## src/common/upwc_pkg.sv

```systemverilog
package upwc_pkg;

  // register byte offsets on the wishbone slave
  localparam logic [3:0] REG_CTRL    = 4'h0;
  localparam logic [3:0] REG_TIMEOUT = 4'h4;
  localparam logic [3:0] REG_STATUS  = 4'h8;

  // control register fields
  localparam int CTRL_MODE_LSB    = 0;
  localparam int CTRL_VAR_LSB     = 4;
  localparam int CTRL_FLOW_BIT    = 8;
  localparam int CTRL_DACT_LSB    = 12;

  // status register fields
  localparam int STAT_PORT_BIT    = 0;
  localparam int STAT_CTS_BIT     = 1;
  localparam int STAT_STATE_LSB   = 2;
  localparam int STAT_REJECT_BIT  = 4;
  localparam int STAT_DISCARD_BIT = 5;

  // power-save mode selector values
  localparam logic [2:0] MODE_OFF     = 3'h0;
  localparam logic [2:0] MODE_TIMEOUT = 3'h1;
  localparam logic [2:0] MODE_RTS     = 3'h2;
  localparam logic [2:0] MODE_DTR     = 3'h3;
  localparam logic [2:0] MODE_TIMEO2  = 3'h4;
  localparam logic [2:0] MODE_MAX     = 3'h4;
  localparam logic [2:0] VAR_SINGLE_MAX = 3'h1;
  localparam logic [2:0] VAR_MAX        = 3'h4;

  localparam logic [2:0]  MODE_RST    = 3'h0;
  localparam logic [2:0]  VAR_RST     = 3'h0;
  localparam logic [1:0]  DACT_RST    = 2'h0;
  localparam logic [15:0] TIMEOUT_RST = 16'h07d0;

  // timing
  localparam longint CLK_HZ      = 100_000_000;
  localparam longint WAKE_MS     = 15;
  localparam int     WAKE_CYC    = int'(WAKE_MS * CLK_HZ / 1000);
  localparam longint FRAME_US    = 1000;
  localparam int     FRAME_CYC   = int'(FRAME_US * CLK_HZ / 1_000_000);
  localparam int     WAKE_W      = 24;
  localparam int     DIV_W       = 24;
  localparam logic [WAKE_W-1:0] WAKE_ONE = 24'h000001;

  typedef enum logic [1:0] {
    ST_ACTIVE = 2'b00,
    ST_IDLE   = 2'b01,
    ST_WAKING = 2'b11,
    ST_DEEP   = 2'b10
  } upwc_state_t;

  // host-driven control lines, all active when on
  typedef struct packed {
    logic dtr_on;
    logic rts_on;
    logic txd;
  } upwc_lines_t;

endpackage

```

## src/core/upwc_tick_div.sv

```systemverilog
`timescale 1ns/1ps
`default_nettype none
module upwc_tick_div #(
  parameter int unsigned DIV = 4
) (
  input  wire logic clk_i,
  input  wire logic rst_i,
  input  wire logic clr_i,
  output logic      tick_o
);

  localparam logic [upwc_pkg::DIV_W-1:0] LAST = upwc_pkg::DIV_W'(DIV - 1);

  logic [upwc_pkg::DIV_W-1:0] cnt_r;
  wire                        wrap = (cnt_r == LAST);

  always_ff @(posedge clk_i) begin
    if (rst_i || clr_i || wrap) begin
      cnt_r <= '0;
    end else begin
      cnt_r <= cnt_r + 1'b1;
    end
  end

  always_ff @(posedge clk_i) begin
    if (rst_i) begin
      tick_o <= 1'b0;
    end else begin
      tick_o <= wrap && !clr_i;
    end
  end

endmodule
`default_nettype wire

```

## src/core/upwc_top.sv

```systemverilog
// Overview of operation
// - dtr-gated mode 3 accepted only with single-port variant 0 or 1.
// - mode 3, dtr going off disables the port at once.
// - mode 3 with dtr off, port reopens while device has its own data.
// - mode 3, dtr rising reopens port; idle device becomes active 15 ms later.
// - mode 3 with dtr on: no idle, no deep sleep, port stays enabled.
// - mode 3, dtr changes still raise the configured dtr action event.
// - with flow control in mode 3, cts follows port enable.
// - deep sleep: port dead, received data ignored, nothing sent.
// - idle, txd off-to-on wakes; port stays disabled until active unless device has its own data, within 15 ms.
// - wake character discarded; characters accepted only after wake completes.
// - wake on received data armed in modes 1 and 4.
// - no data wake in mode 2 with rts off or mode 3 dtr off.
// - timeout modes disable port after configured frames without received data.
// - wake on received data has no disable setting.
// - every received character restarts the idle timer.
// - mode 2 needs flow control off; rts off disables port at once.
`timescale 1ns/1ps
`default_nettype none
module upwc_top #(
  parameter int unsigned FRAME_CYCLES = upwc_pkg::FRAME_CYC,
  parameter int unsigned WAKE_CYCLES  = upwc_pkg::WAKE_CYC
) (
  input  wire logic                  clk_i,
  input  wire logic                  rst_i,
  // wishbone classic slave
  input  wire logic                  cyc_i,
  input  wire logic                  stb_i,
  input  wire logic                  we_i,
  input  wire logic [3:0]            adr_i,
  input  wire logic [3:0]            sel_i,
  input  wire logic [31:0]           dat_i,
  output logic      [31:0]           dat_o,
  output logic                       ack_o,
  // host lines and device side
  input  wire upwc_pkg::upwc_lines_t lines_i,
  input  wire logic                  rx_char_i,
  input  wire logic                  tx_pending_i,
  input  wire logic                  deep_req_i,
  output logic                       port_en_o,
  output logic                       cts_on_o,
  output logic                       rx_accept_o,
  output logic                       tx_allow_o,
  output logic                       active_o,
  output logic                       deep_sleep_o,
  output logic                       dtr_evt_o,
  output logic                       dtr_evt_on_o,
  output logic      [1:0]            dtr_action_o
);

  localparam logic [upwc_pkg::WAKE_W-1:0] WAKE_LAST =
    upwc_pkg::WAKE_W'(WAKE_CYCLES - 1);

  // configuration
  logic [2:0]  mode_r;
  logic [2:0]  variant_r;
  logic        flow_en_r;
  logic [1:0]  dact_r;
  logic [15:0] timeout_r;
  logic        reject_r;
  logic        discard_r;

  // state
  upwc_pkg::upwc_state_t       state_r;
  upwc_pkg::upwc_state_t       state_nxt;
  upwc_pkg::upwc_lines_t       lines_prev_r;
  logic [15:0] frames_r;
  logic [upwc_pkg::WAKE_W-1:0] wake_cnt_r;
  logic        frame_tick;

  // bus decode
  // ack blocks a second take while the master still holds its strobe
  wire         bus_req   = cyc_i && stb_i && !ack_o;
  wire         wr_ctrl   = bus_req && we_i && (adr_i == upwc_pkg::REG_CTRL);
  wire         wr_tmo    = bus_req && we_i && (adr_i == upwc_pkg::REG_TIMEOUT);
  wire         wr_stat   = bus_req && we_i && (adr_i == upwc_pkg::REG_STATUS);

  wire [2:0]   new_mode  = dat_i[upwc_pkg::CTRL_MODE_LSB +: 3];
  wire [2:0]   new_var   = dat_i[upwc_pkg::CTRL_VAR_LSB +: 3];
  wire         new_flow  = dat_i[upwc_pkg::CTRL_FLOW_BIT];
  wire [1:0]   new_dact  = dat_i[upwc_pkg::CTRL_DACT_LSB +: 2];

  // a rejected write leaves the old setting whole rather than half-applied
  wire         ctrl_ok   = (new_mode <= upwc_pkg::MODE_MAX)
                        && (new_var <= upwc_pkg::VAR_MAX)
                        && !(new_mode == upwc_pkg::MODE_DTR
                             && new_var > upwc_pkg::VAR_SINGLE_MAX)
                        && !(new_mode == upwc_pkg::MODE_RTS && new_flow);
  wire         ctrl_take = wr_ctrl && sel_i[0] && sel_i[1] && ctrl_ok;
  wire         ctrl_bad  = wr_ctrl && sel_i[0] && sel_i[1] && !ctrl_ok;

  // mode decode
  wire         m_off     = (mode_r == upwc_pkg::MODE_OFF);
  wire         m_rts     = (mode_r == upwc_pkg::MODE_RTS);
  wire         m_dtr     = (mode_r == upwc_pkg::MODE_DTR);
  wire         gated     = m_rts || m_dtr;
  wire         gate_on   = m_rts ? lines_i.rts_on : lines_i.dtr_on;
  wire         gate_off  = gated && !gate_on;
  // no config bit can clear this arm; only the mode itself selects it
  wire         wake_arm  = (mode_r == upwc_pkg::MODE_TIMEOUT)
                        || (mode_r == upwc_pkg::MODE_TIMEO2);
  wire         txd_fall  = lines_prev_r.txd && !lines_i.txd;
  wire         data_wake = wake_arm && txd_fall;
  wire         dtr_chg   = lines_prev_r.dtr_on != lines_i.dtr_on;
  wire         wake_done = (wake_cnt_r == WAKE_LAST);
  wire         timed_out = wake_arm && (frames_r >= timeout_r);

  // next power state
  always_comb begin
    state_nxt = state_r;
    unique case (state_r)
      upwc_pkg::ST_ACTIVE: begin
        if (m_off) begin
          state_nxt = upwc_pkg::ST_ACTIVE;
        end else if (gate_off && !tx_pending_i) begin
          state_nxt = upwc_pkg::ST_IDLE;
        end else if (timed_out && !tx_pending_i) begin
          state_nxt = upwc_pkg::ST_IDLE;
        end
      end
      upwc_pkg::ST_IDLE: begin
        if (m_off || tx_pending_i) begin
          state_nxt = upwc_pkg::ST_ACTIVE;
        end else if (gated && gate_on) begin
          state_nxt = upwc_pkg::ST_WAKING;
        end else if (data_wake) begin
          state_nxt = upwc_pkg::ST_WAKING;
        end else if (deep_req_i) begin
          state_nxt = upwc_pkg::ST_DEEP;
        end
      end
      upwc_pkg::ST_WAKING: begin
        if (m_off) begin
          state_nxt = upwc_pkg::ST_ACTIVE;
        end else if (gate_off) begin
          state_nxt = upwc_pkg::ST_IDLE;
        end else if (wake_done) begin
          state_nxt = upwc_pkg::ST_ACTIVE;
        end
      end
      upwc_pkg::ST_DEEP: begin
        if (m_off || (gated && gate_on)) begin
          state_nxt = upwc_pkg::ST_WAKING;
        end else if (!deep_req_i) begin
          state_nxt = upwc_pkg::ST_IDLE;
        end
      end
    endcase
  end

  // port enable and receive acceptance for the next cycle
  wire nxt_active = (state_nxt == upwc_pkg::ST_ACTIVE);
  wire nxt_waking = (state_nxt == upwc_pkg::ST_WAKING);
  wire in_deep   = (state_nxt == upwc_pkg::ST_DEEP);
  wire port_nxt  = m_off
                || nxt_active
                || (nxt_waking && gated)
                || (tx_pending_i && !in_deep);
  // the wake character and anything before wake completes is dropped;
  // mode 0 leaving deep sleep spends one cycle waking, not the whole wake time
  wire acc_nxt   = port_nxt && !in_deep
                && nxt_active
                && !gate_off;
  wire cts_nxt   = flow_en_r ? port_nxt : 1'b1;

  // previous lines start low, so an idle-high txd gives no false edge
  always_ff @(posedge clk_i) begin
    if (rst_i) begin
      state_r      <= upwc_pkg::ST_ACTIVE;
      lines_prev_r <= '0;
    end else begin
      state_r      <= state_nxt;
      lines_prev_r <= lines_i;
    end
  end

  // idle timer in frames, restarted by every received character
  wire frames_clr = rx_char_i || (state_r != upwc_pkg::ST_ACTIVE);
  always_ff @(posedge clk_i) begin
    if (rst_i || frames_clr) begin
      frames_r <= '0;
    end else if (frame_tick && !timed_out) begin
      frames_r <= frames_r + 1'b1;
    end
  end

  upwc_tick_div #(
    .DIV (FRAME_CYCLES)
  ) u_frame_div (
    .clk_i  (clk_i),
    .rst_i  (rst_i),
    .clr_i  (frames_clr),
    .tick_o (frame_tick)
  );

  // wake-up time counter
  // holds at its last value so a long stay cannot wrap to a false start
  always_ff @(posedge clk_i) begin
    if (rst_i || state_r != upwc_pkg::ST_WAKING) begin
      wake_cnt_r <= '0;
    end else if (!wake_done) begin
      wake_cnt_r <= wake_cnt_r + upwc_pkg::WAKE_ONE;
    end
  end

  // configuration registers
  always_ff @(posedge clk_i) begin
    if (rst_i) begin
      mode_r    <= upwc_pkg::MODE_RST;
      variant_r <= upwc_pkg::VAR_RST;
      flow_en_r <= 1'b0;
      dact_r    <= upwc_pkg::DACT_RST;
    end else if (ctrl_take) begin
      mode_r    <= new_mode;
      variant_r <= new_var;
      flow_en_r <= new_flow;
      dact_r    <= new_dact;
    end
  end

  always_ff @(posedge clk_i) begin
    if (rst_i) begin
      timeout_r <= upwc_pkg::TIMEOUT_RST;
    end else if (wr_tmo) begin
      if (sel_i[0]) begin
        timeout_r[7:0] <= dat_i[7:0];
      end
      if (sel_i[1]) begin
        timeout_r[15:8] <= dat_i[15:8];
      end
    end
  end

  // sticky flags, write one to clear; a new event wins over the clear
  wire clr_rej  = wr_stat && sel_i[0] && dat_i[upwc_pkg::STAT_REJECT_BIT];
  wire clr_dis  = wr_stat && sel_i[0] && dat_i[upwc_pkg::STAT_DISCARD_BIT];
  wire dis_evt  = (state_r == upwc_pkg::ST_IDLE) && data_wake;
  always_ff @(posedge clk_i) begin
    if (rst_i) begin
      reject_r  <= 1'b0;
      discard_r <= 1'b0;
    end else begin
      reject_r  <= ctrl_bad || (reject_r && !clr_rej);
      discard_r <= dis_evt || (discard_r && !clr_dis);
    end
  end

  // device-side outputs
  always_ff @(posedge clk_i) begin
    if (rst_i) begin
      port_en_o    <= 1'b1;
      cts_on_o     <= 1'b1;
      rx_accept_o  <= 1'b1;
      tx_allow_o   <= 1'b1;
      active_o     <= 1'b1;
      deep_sleep_o <= 1'b0;
    end else begin
      port_en_o    <= port_nxt;
      cts_on_o     <= cts_nxt;
      rx_accept_o  <= acc_nxt;
      tx_allow_o   <= port_nxt && !in_deep;
      active_o     <= nxt_active;
      deep_sleep_o <= in_deep;
    end
  end

  // dtr changes keep their configured action in every mode
  always_ff @(posedge clk_i) begin
    if (rst_i) begin
      dtr_evt_o    <= 1'b0;
      dtr_evt_on_o <= 1'b0;
      dtr_action_o <= upwc_pkg::DACT_RST;
    end else begin
      dtr_evt_o    <= dtr_chg;
      dtr_evt_on_o <= lines_i.dtr_on;
      dtr_action_o <= dact_r;
    end
  end

  // read mux
  // unmapped offsets read as zero rather than aliasing a register
  wire [31:0] rd_ctrl = {18'h00000, dact_r, 3'h0, flow_en_r,
                         1'b0, variant_r, 1'b0, mode_r};
  wire [31:0] rd_tmo  = {16'h0000, timeout_r};
  wire [31:0] rd_stat = {26'h0000000, discard_r, reject_r,
                         state_r, cts_on_o, port_en_o};
  wire [31:0] rd_data = (adr_i == upwc_pkg::REG_CTRL)    ? rd_ctrl :
                        (adr_i == upwc_pkg::REG_TIMEOUT) ? rd_tmo  :
                        (adr_i == upwc_pkg::REG_STATUS)  ? rd_stat :
                        32'h00000000;

  always_ff @(posedge clk_i) begin
    if (rst_i) begin
      ack_o <= 1'b0;
      dat_o <= '0;
    end else begin
      ack_o <= bus_req;
      dat_o <= (bus_req && !we_i) ? rd_data : 32'h00000000;
    end
  end

endmodule
`default_nettype wire

```

## config.mk

```make
export PLATFORM = sky130hd
export DESIGN_NAME = upwc_top
export DESIGN_NICKNAME = d
export VERILOG_FILES = /design/src/common/upwc_pkg.sv /design/src/core/upwc_tick_div.sv /design/src/core/upwc_top.sv
export SDC_FILE = /design/constraint.sdc
export NUM_CORES = 1
export LEC_CHECK = 0
export BUFFER_PORTS_ARGS = -buffer_cell sky130_fd_sc_hd__buf_2
export CAP_MARGIN = 20
export CORE_ASPECT_RATIO = 0.5
export CORE_MARGIN = 2
export CORE_UTILIZATION = 61
export DETAILED_ROUTE_END_ITERATION = 8
export GPL_ROUTABILITY_DRIVEN = 0
export GPL_TIMING_DRIVEN = 0
export HOLD_SLACK_MARGIN = 0.15
export PLACE_DENSITY = 0.95
export SYNTH_ARGS = -nofsm -noshare
export SYNTH_HDL_FRONTEND = slang
export SYNTH_HIERARCHICAL = 1
export SYNTH_SLANG_ARGS = --single-unit
```

## constraint.sdc

```tcl
create_clock -name clk_i -period 3.8 [get_ports clk_i]
set_input_delay 0.38 -clock clk_i [delete_from_list [all_inputs] [get_ports clk_i]]
set_output_delay 0.38 -clock clk_i [all_outputs]
set_load 0.05 [all_outputs]
```

Word level (Yosys, flattened, before mapping)
Cells that the tools add are included.
{"block": "word_totals", "reg_bits": 138, "latch_bits": 0, "ramBits": 0, "romBits": 0, "inputBits": 51, "output_inout_bits": 43, "wordCells": 144, "n_memories": 0}
{"block": "op_classes", "n_addsub": 3, "mul": 0, "div_mod_pow": 0, "magnitude_cmp": 4, "n_eq_ne": 17, "n_shift": 0, "mux": 17, "bitwise": 2, "reduce_logical": 74}
{"operator": "24-bit by 1-bit adder with 24-bit output, second input constant", "n": 2}
{"operator": "1-bit logical AND", "n": 36}
{"operator": "24-bit by 17-bit equality test with 1-bit output, second input constant", "n": 1}
{"operator": "24-bit by 21-bit equality test with 1-bit output, second input constant", "n": 1}
{"operator": "2-bit two-way mux", "n": 12}
{"operator": "16-bit by 1-bit adder with 16-bit output, second input constant", "n": 1}
{"operator": "16-bit greater-or-equal comparator", "n": 1}
{"operator": "16-bit two-way mux", "n": 1}
{"operator": "1-bit logical NOT", "n": 14}
{"operator": "14-bit two-way mux", "n": 1}
{"operator": "1-bit logical OR", "n": 13}
{"operator": "3-bit by 2-bit equality test with 1-bit output, second input constant", "n": 4}
{"operator": "2-bit equality test, second input constant", "n": 4}
{"operator": "2-bit one-hot mux with 4 select lines", "n": 1}
{"operator": "3-bit <= comparator, second input constant", "n": 2}
{"operator": "6-bit two-way mux", "n": 1}
{"operator": "4-bit by 3-bit equality test with 1-bit output, second input constant", "n": 1}
{"operator": "4-bit equality test, second input constant", "n": 1}
{"operator": "2-bit logical NOT", "n": 2}
{"operator": "4-bit logical NOT", "n": 1}
{"operator": "2-bit AND reduction", "n": 2}
{"operator": "2-bit OR reduction", "n": 2}
{"operator": "4-bit OR reduction", "n": 1}
{"operator": "3-bit by 1-bit equality test with 1-bit output, second input constant", "n": 1}
{"operator": "10 further kinds", "n": 11}

Logic depth before layout (Yosys ltp)
{"block": "depth", "ltp_word": 15, "ltp_mapped": 9, "depth_no_buf": 8}

Hierarchy
Netlist, hierarchy kept.
{"mod": "upwc_top", "n_inst": 1, "cells_each": 559, "area_each_um2": 4789.6, "seq_area_each_um2": 1941.9}
{"mod": "upwc_tick_div", "n_inst": 1, "cells_each": 135, "area_each_um2": 1174.9, "seq_area_each_um2": 500.5}

Worst setup path after synthesis
No wires, ideal clock.
{"block": "synth_timing", "path_kind": "register to register", "startpoint": "register timeout_r[13]", "endpoint": "register port_en_o", "setup_time_ns": 0.072, "arrival_time_ns": 2.267, "required_time_ns": 3.728, "setup_slack_ns": 1.461, "stages_incl_launch_ff": 10, "path_buffers": 1, "synth_period_minus_slack_ns": 2.339, "cell_sequence": "dfxtp_1 inv_1 ha_1 and4_1 nand2_1 or4_4 a311oi_4 o211a_1 buf_4 mux2i_1"}
{"block": "synth_via", "elab_chain_cells": 11, "elab_cells_between_ends": 16, "classes_between": "order compare: 1; eq/ne: 2; mux: 4; reduce/logical: 9"}
{"element": "start, declared", "line_no": "upwc_top.sv:59", "rtl": "logic [15:0] timeout_r;"}
{"element": "start signal, assigned", "line_no": "upwc_top.sv:223", "rtl": "timeout_r <= upwc_pkg::TIMEOUT_RST;"}
{"element": "start signal, assigned", "line_no": "upwc_top.sv:229", "rtl": "timeout_r[15:8] <= dat_i[15:8];"}
{"element": "16-bit greater-or-equal comparator (*)", "line_no": "upwc_top.sv:106", "rtl": "wire timed_out = wake_arm && (frames_r >= timeout_r);"}
{"element": "1-bit logical AND (*)", "line_no": "upwc_top.sv:106"}
{"element": "1-bit logical AND (*)", "line_no": "upwc_top.sv:117", "rtl": "end else if (timed_out && !tx_pending_i) begin"}
{"element": "2-bit two-way mux (*)", "line_no": "upwc_top.sv:117"}
{"element": "2-bit two-way mux (*)", "line_no": "upwc_top.sv:115", "rtl": "end else if (gate_off && !tx_pending_i) begin"}
{"element": "2-bit two-way mux (*)", "line_no": "upwc_top.sv:113", "rtl": "if (m_off) begin"}
{"element": "2-bit one-hot mux with 4 select lines (*)", "line_no": "upwc_top.sv:111", "rtl": "unique case (state_r)"}
{"element": "2-bit equality test, or another cell as far along", "line_no": "upwc_top.sv:153", "rtl": "wire nxt_waking = (state_nxt == upwc_pkg::ST_WAKING);"}
{"element": "1-bit logical AND, or another cell as far along", "line_no": "upwc_top.sv:157", "rtl": "|| (nxt_waking && gated)"}
{"element": "1-bit logical OR or 1-bit logical AND (tied branches)", "line_no": "upwc_top.sv:157, upwc_top.sv:158"}
{"element": "1-bit logical OR (*)", "line_no": "upwc_top.sv:158", "rtl": "|| (tx_pending_i && !in_deep);"}
{"element": "end signal, assigned", "line_no": "upwc_top.sv:258", "rtl": "port_en_o <= port_nxt;"}
{"element": "end, declared", "line_no": "upwc_top.sv:40", "rtl": "output logic port_en_o,"}
Mark *: on every way between the ends. The rest lies on a longest branch, timed or not.
A chain may end at the register's enable or synchronous reset.

Worst setup path in the final report
{"block": "layout_timing", "startpoint": "register timeout_r[14]", "endpoint": "register frames_r[13]"}
{"block": "layout_via", "elab_chain_cells": 4}
{"element": "16-bit greater-or-equal comparator", "line_no": "upwc_top.sv:106"}
{"element": "1-bit logical AND", "line_no": "upwc_top.sv:106"}
{"element": "1-bit logical NOT", "line_no": "upwc_top.sv:182", "rtl": "end else if (frame_tick && !timed_out) begin"}
{"element": "1-bit logical AND", "line_no": "upwc_top.sv:182"}
{"element": "end signal, assigned", "line_no": "upwc_top.sv:183", "rtl": "frames_r <= frames_r + 1'b1;"}
{"element": "end, declared", "line_no": "upwc_top.sv:67", "rtl": "logic [15:0] frames_r;"}
Every way passes these cells.

==> summary.md <==
| Metric | Value |
|---|---|
| Post-synth top area cell | `sky130_fd_sc_hd__dfxtp_1` |
| Final-layout worst hold slack | `0.194 ns` |
| Standard-cell row count | `25` |
| Postcts setup bufs | `0` |
| Die boundary width | `144 um` |
| Number of enable-type register cells in the synthesized netlist | `0` |
| DR pass1 iterations | `6` |
| Boundary pin count | `94` |
| Share of final-layout standard cells stronger than drive strength 1 | `16.2%` |
| Die Y-Extent | `73.9 um` |
| Most common library cell in the layout ignoring fill and taps | `sky130_fd_sc_hd__dfxtp_1` |
| Wirelength, routed | `16,100 um` |
| Critical path peak fanout | `10` |
| Slowest cell on the critical path | `sky130_fd_sc_hd__or4_4` |
| FF+latch area | `2440 sq um` |
| Post-Synthesis Cells | `694` |
| Delay of the slowest cell on the worst path | `0.57 ns` |
| Synth top area share | `40.9%` |
| Area of the multi-input gates | `3200 sq um` |
| Worst min-delay path class | `primary input to flip-flop` |
| Count of routing violations after the opening detailed-route iteration | `753` |
| Final number of setup-violating endpoints | `0` |
| Buffer cell driving the clock tree root | `sky130_fd_sc_hd__clkbuf_16` |
| Maximum vdd ir drop | `0.000310 V` |
| Sinks on the clock net | `122` |
| Number of antenna diodes | `0` |
| Crit path time final | `2.87 ns` |
| Type of element launching the critical path | `flip-flop` |
| Number of nets in the layout | `856` |
| Yosys warning total | `6` |
| Largest net degree at the start of global routing | `17` |
| Run status | `finished clean` |
| Max Clock Skew | `0.00499 ns` |
| Lkg Pwr | `0.00263 uW` |
| RSZ-0062 raised after global routing | `false` |
| CP Data Required Time | `4.10 ns` |
| Quantity of hold-fixing buffers added after cts | `0` |
| Number of max-cap violations | `0` |
| Maximum count of clock buffers along a single path | `2` |
| Per-instance average area after synthesis | `8.59 sq um` |
| Final routed DRC violation total | `0` |
| Count of buffers inserted at the top-level ports | `58` |
| Cells traversed along the worst timing path | `inv_1 > ha_1 > and4_1 > nand2_1 > or4_4 > a311oi_4 > buf_4 > o311ai_0 > o41ai_1` |
| Remaining antenna violation count | `0` |
| TritonCTS clock tree | `done` |
| Final max-slew violation count | `0` |
| CP Data Arrival Time | `3.17 ns` |
| Async set or reset register ratio after synthesis | `0%` |
| Number of instances resized during post-cts repair | `0` |
| Total global routing overflow | `0` |
| Half-perimeter wire length after placement | `10,300 um` |
| Count of final hold-check violations | `0` |
| Mean routed wirelength per cell | `17.3 um` |
| Share of the clock period used by the worst path | `75.5%` |
| Routed via count | `5,838` |
| Area of the mapped netlist | `5960 sq um` |
| Overall die area | `10,600 sq um` |
| Worst Tran Pin Value | `0.990 ns` |
| Power density over cell area | `424 nW/um^2` |
| Proportion of synthesized chip area in sequential cells | `40.9%` |
| Inserted Clock Buffers | `17` |
| Number of storage elements in the synthesis netlist | `122` |
| Clk slew on worst S/H paths | `0.05 ns` |
| Summed negative setup slack over all endpoints | `0 ns` |
| H-tree level count | `4` |
| Count of different cell masters after synthesis | `71` |
| Number of global-route vias before repair | `5,511` |
| Leading cell types by total area after synthesis | `sky130_fd_sc_hd__dfxtp_1 41%, sky130_fd_sc_hd__nor2_1 4.0%, sky130_fd_sc_hd__ha_1 4.0%` |
| P&R area growth vs syn | `18.1%` |
| Avg Vias per Cell | `6.26` |
| Clock insertion delay at the later pin of the skew report | `0.42 ns` |
| Highest-count cells in the layout ignoring fill and taps | `122 x sky130_fd_sc_hd__dfxtp_1, 64 x sky130_fd_sc_hd__nor2_1, 60 x sky130_fd_sc_hd__buf_2` |
| Worst setup path category | `flip-flop to flip-flop` |
| Area of the core | `9480 sq um` |
| Starting density of the core | `62.9%` |
| Tightest slew margin relative to the limit | `33.5%` |
| Most common flop cell mapped by yosys | `sky130_fd_sc_hd__dfxtp_1` |
| Critical Path End Type | `flip-flop` |
| Antenna violations before repair | `0` |
| Peak Freq | `0.349 GHz` |
| Count of filler cells inserted in the layout | `638` |
| Wire length of the first global-routing pass | `26,100 um` |
| Total global routing track utilization | `31.5%` |
[per-layer routing]
metal,global-route usage [%],share of wire (%),vias up
met5,0,0,-
met4,18.5,4.2,0
met3,7.76,9.0,89
met2,55.2,49,391
met1,35.8,38,2704
li1,-,-,2654
[state kept, by name (all words and copies together), names as in the netlist, 2 cells and up]
signal and cells:
timeout_r 16, dat_o 16, wake_cnt_r 24, dtr_action_o 2, mode_r 3, u_frame_div/cnt_r 24
dact_r 2, variant_r 3, frames_r 16, state_r 2
[path summary, 6_finish.rpt]
check	startpoint	endpoint	slack, ns	cells after the start
worst max-delay path	timeout_r[14]	frames_r[13]	0.93	9
worst min-delay path	dat_i[11]	timeout_r[11]	0.19	3
worst max register to register	timeout_r[14]	frames_r[13]	0.93	9
worst min register to register	timeout_r[3]	timeout_r[3]	0.48	2
[final cells by class]
type	instances	share of cell area, %
timing repair buffer	58	4.12
sequential	122	34.7
tap	135	2.40
buffer	45	3.55
inverter	34	1.81
multi-input combinational	508	45.5
clock buffer	22	6.59
clock inverter	9	1.39
[Yosys cell counts, drive strengths merged, types with 2 or more instances]
master   number
a32oi         2
dfxtp       122
or4          15
o21bai        2
a21oi        40
xor2          9
nand3        43
xnor2        24
nor4b         5
o22ai         2
or2           2
nor3         28
buf          23
a22oi         7
and3          7
o211ai        3
a22o          4
nor4         11
nand2b       10
o21a          2
and4          6
nand4        19
o311ai        5
o31ai         8
nand3b        2
a2111oi       3
nor2         64
ha           19
o41ai         6
clkbuf       22
inv          34
mux2i        17
nand2        45
o21ai        26
nor2b         7
and2          7
or3          26
[logic make-up (layout without fill, tap and decap cells)]
family / count (synthesis) / count (layout) / share of synthesized area (%)
simple gates: 302 / 302 / 27.2
flops: 122 / 122 / 40.9
compound gates: 121 / 121 / 13.8
buf+inv: 79 / 168 / 6.34
xor+xnor: 33 / 33 / 4.85
fa+ha+maj: 19 / 19 / 3.99
mux: 17 / 17 / 2.85
other cells: 1 / 16 / 0.0629
[critical path: cells and delay by family, from the launching register on]
family / cells / cell delay, ns
buffers and inverters: 2 / 0.37
AOI/OAI and AO/OA: 3 / 0.84
and+or+nand+nor: 3 / 0.87
DFF: 1 / 0.33
adders and majority gates: 1 / 0.33
[where the power goes]
group	internal, uW	leakage (uW)	total, uW	switching [uW]
Combinational	42.0	0.00137	149	107
Sequential	1280	0.000984	1290	2.73
Clock	987	0.000279	1550	566
Total	2310	0.00263	2990	675
[per-stage QoR]
step | instances | util [%] | total power, uW | area [sq um] | setup WS [ns]
floorplan | 709 | - | 1410 | 6020 | 1.46
global placement | 902 | 68.4 | 1450 | 6480 | 1.21
detailed placement | 902 | 68.4 | 1460 | 6480 | 1.15
CTS | 933 | 74.3 | 2980 | 7040 | 1.03
global route | 933 | 74.3 | 3060 | 7040 | 0.732
finish | 933 | 74.3 | 2990 | 7040 | 0.933
Note: power is estimated with default switching activity, not from simulation.
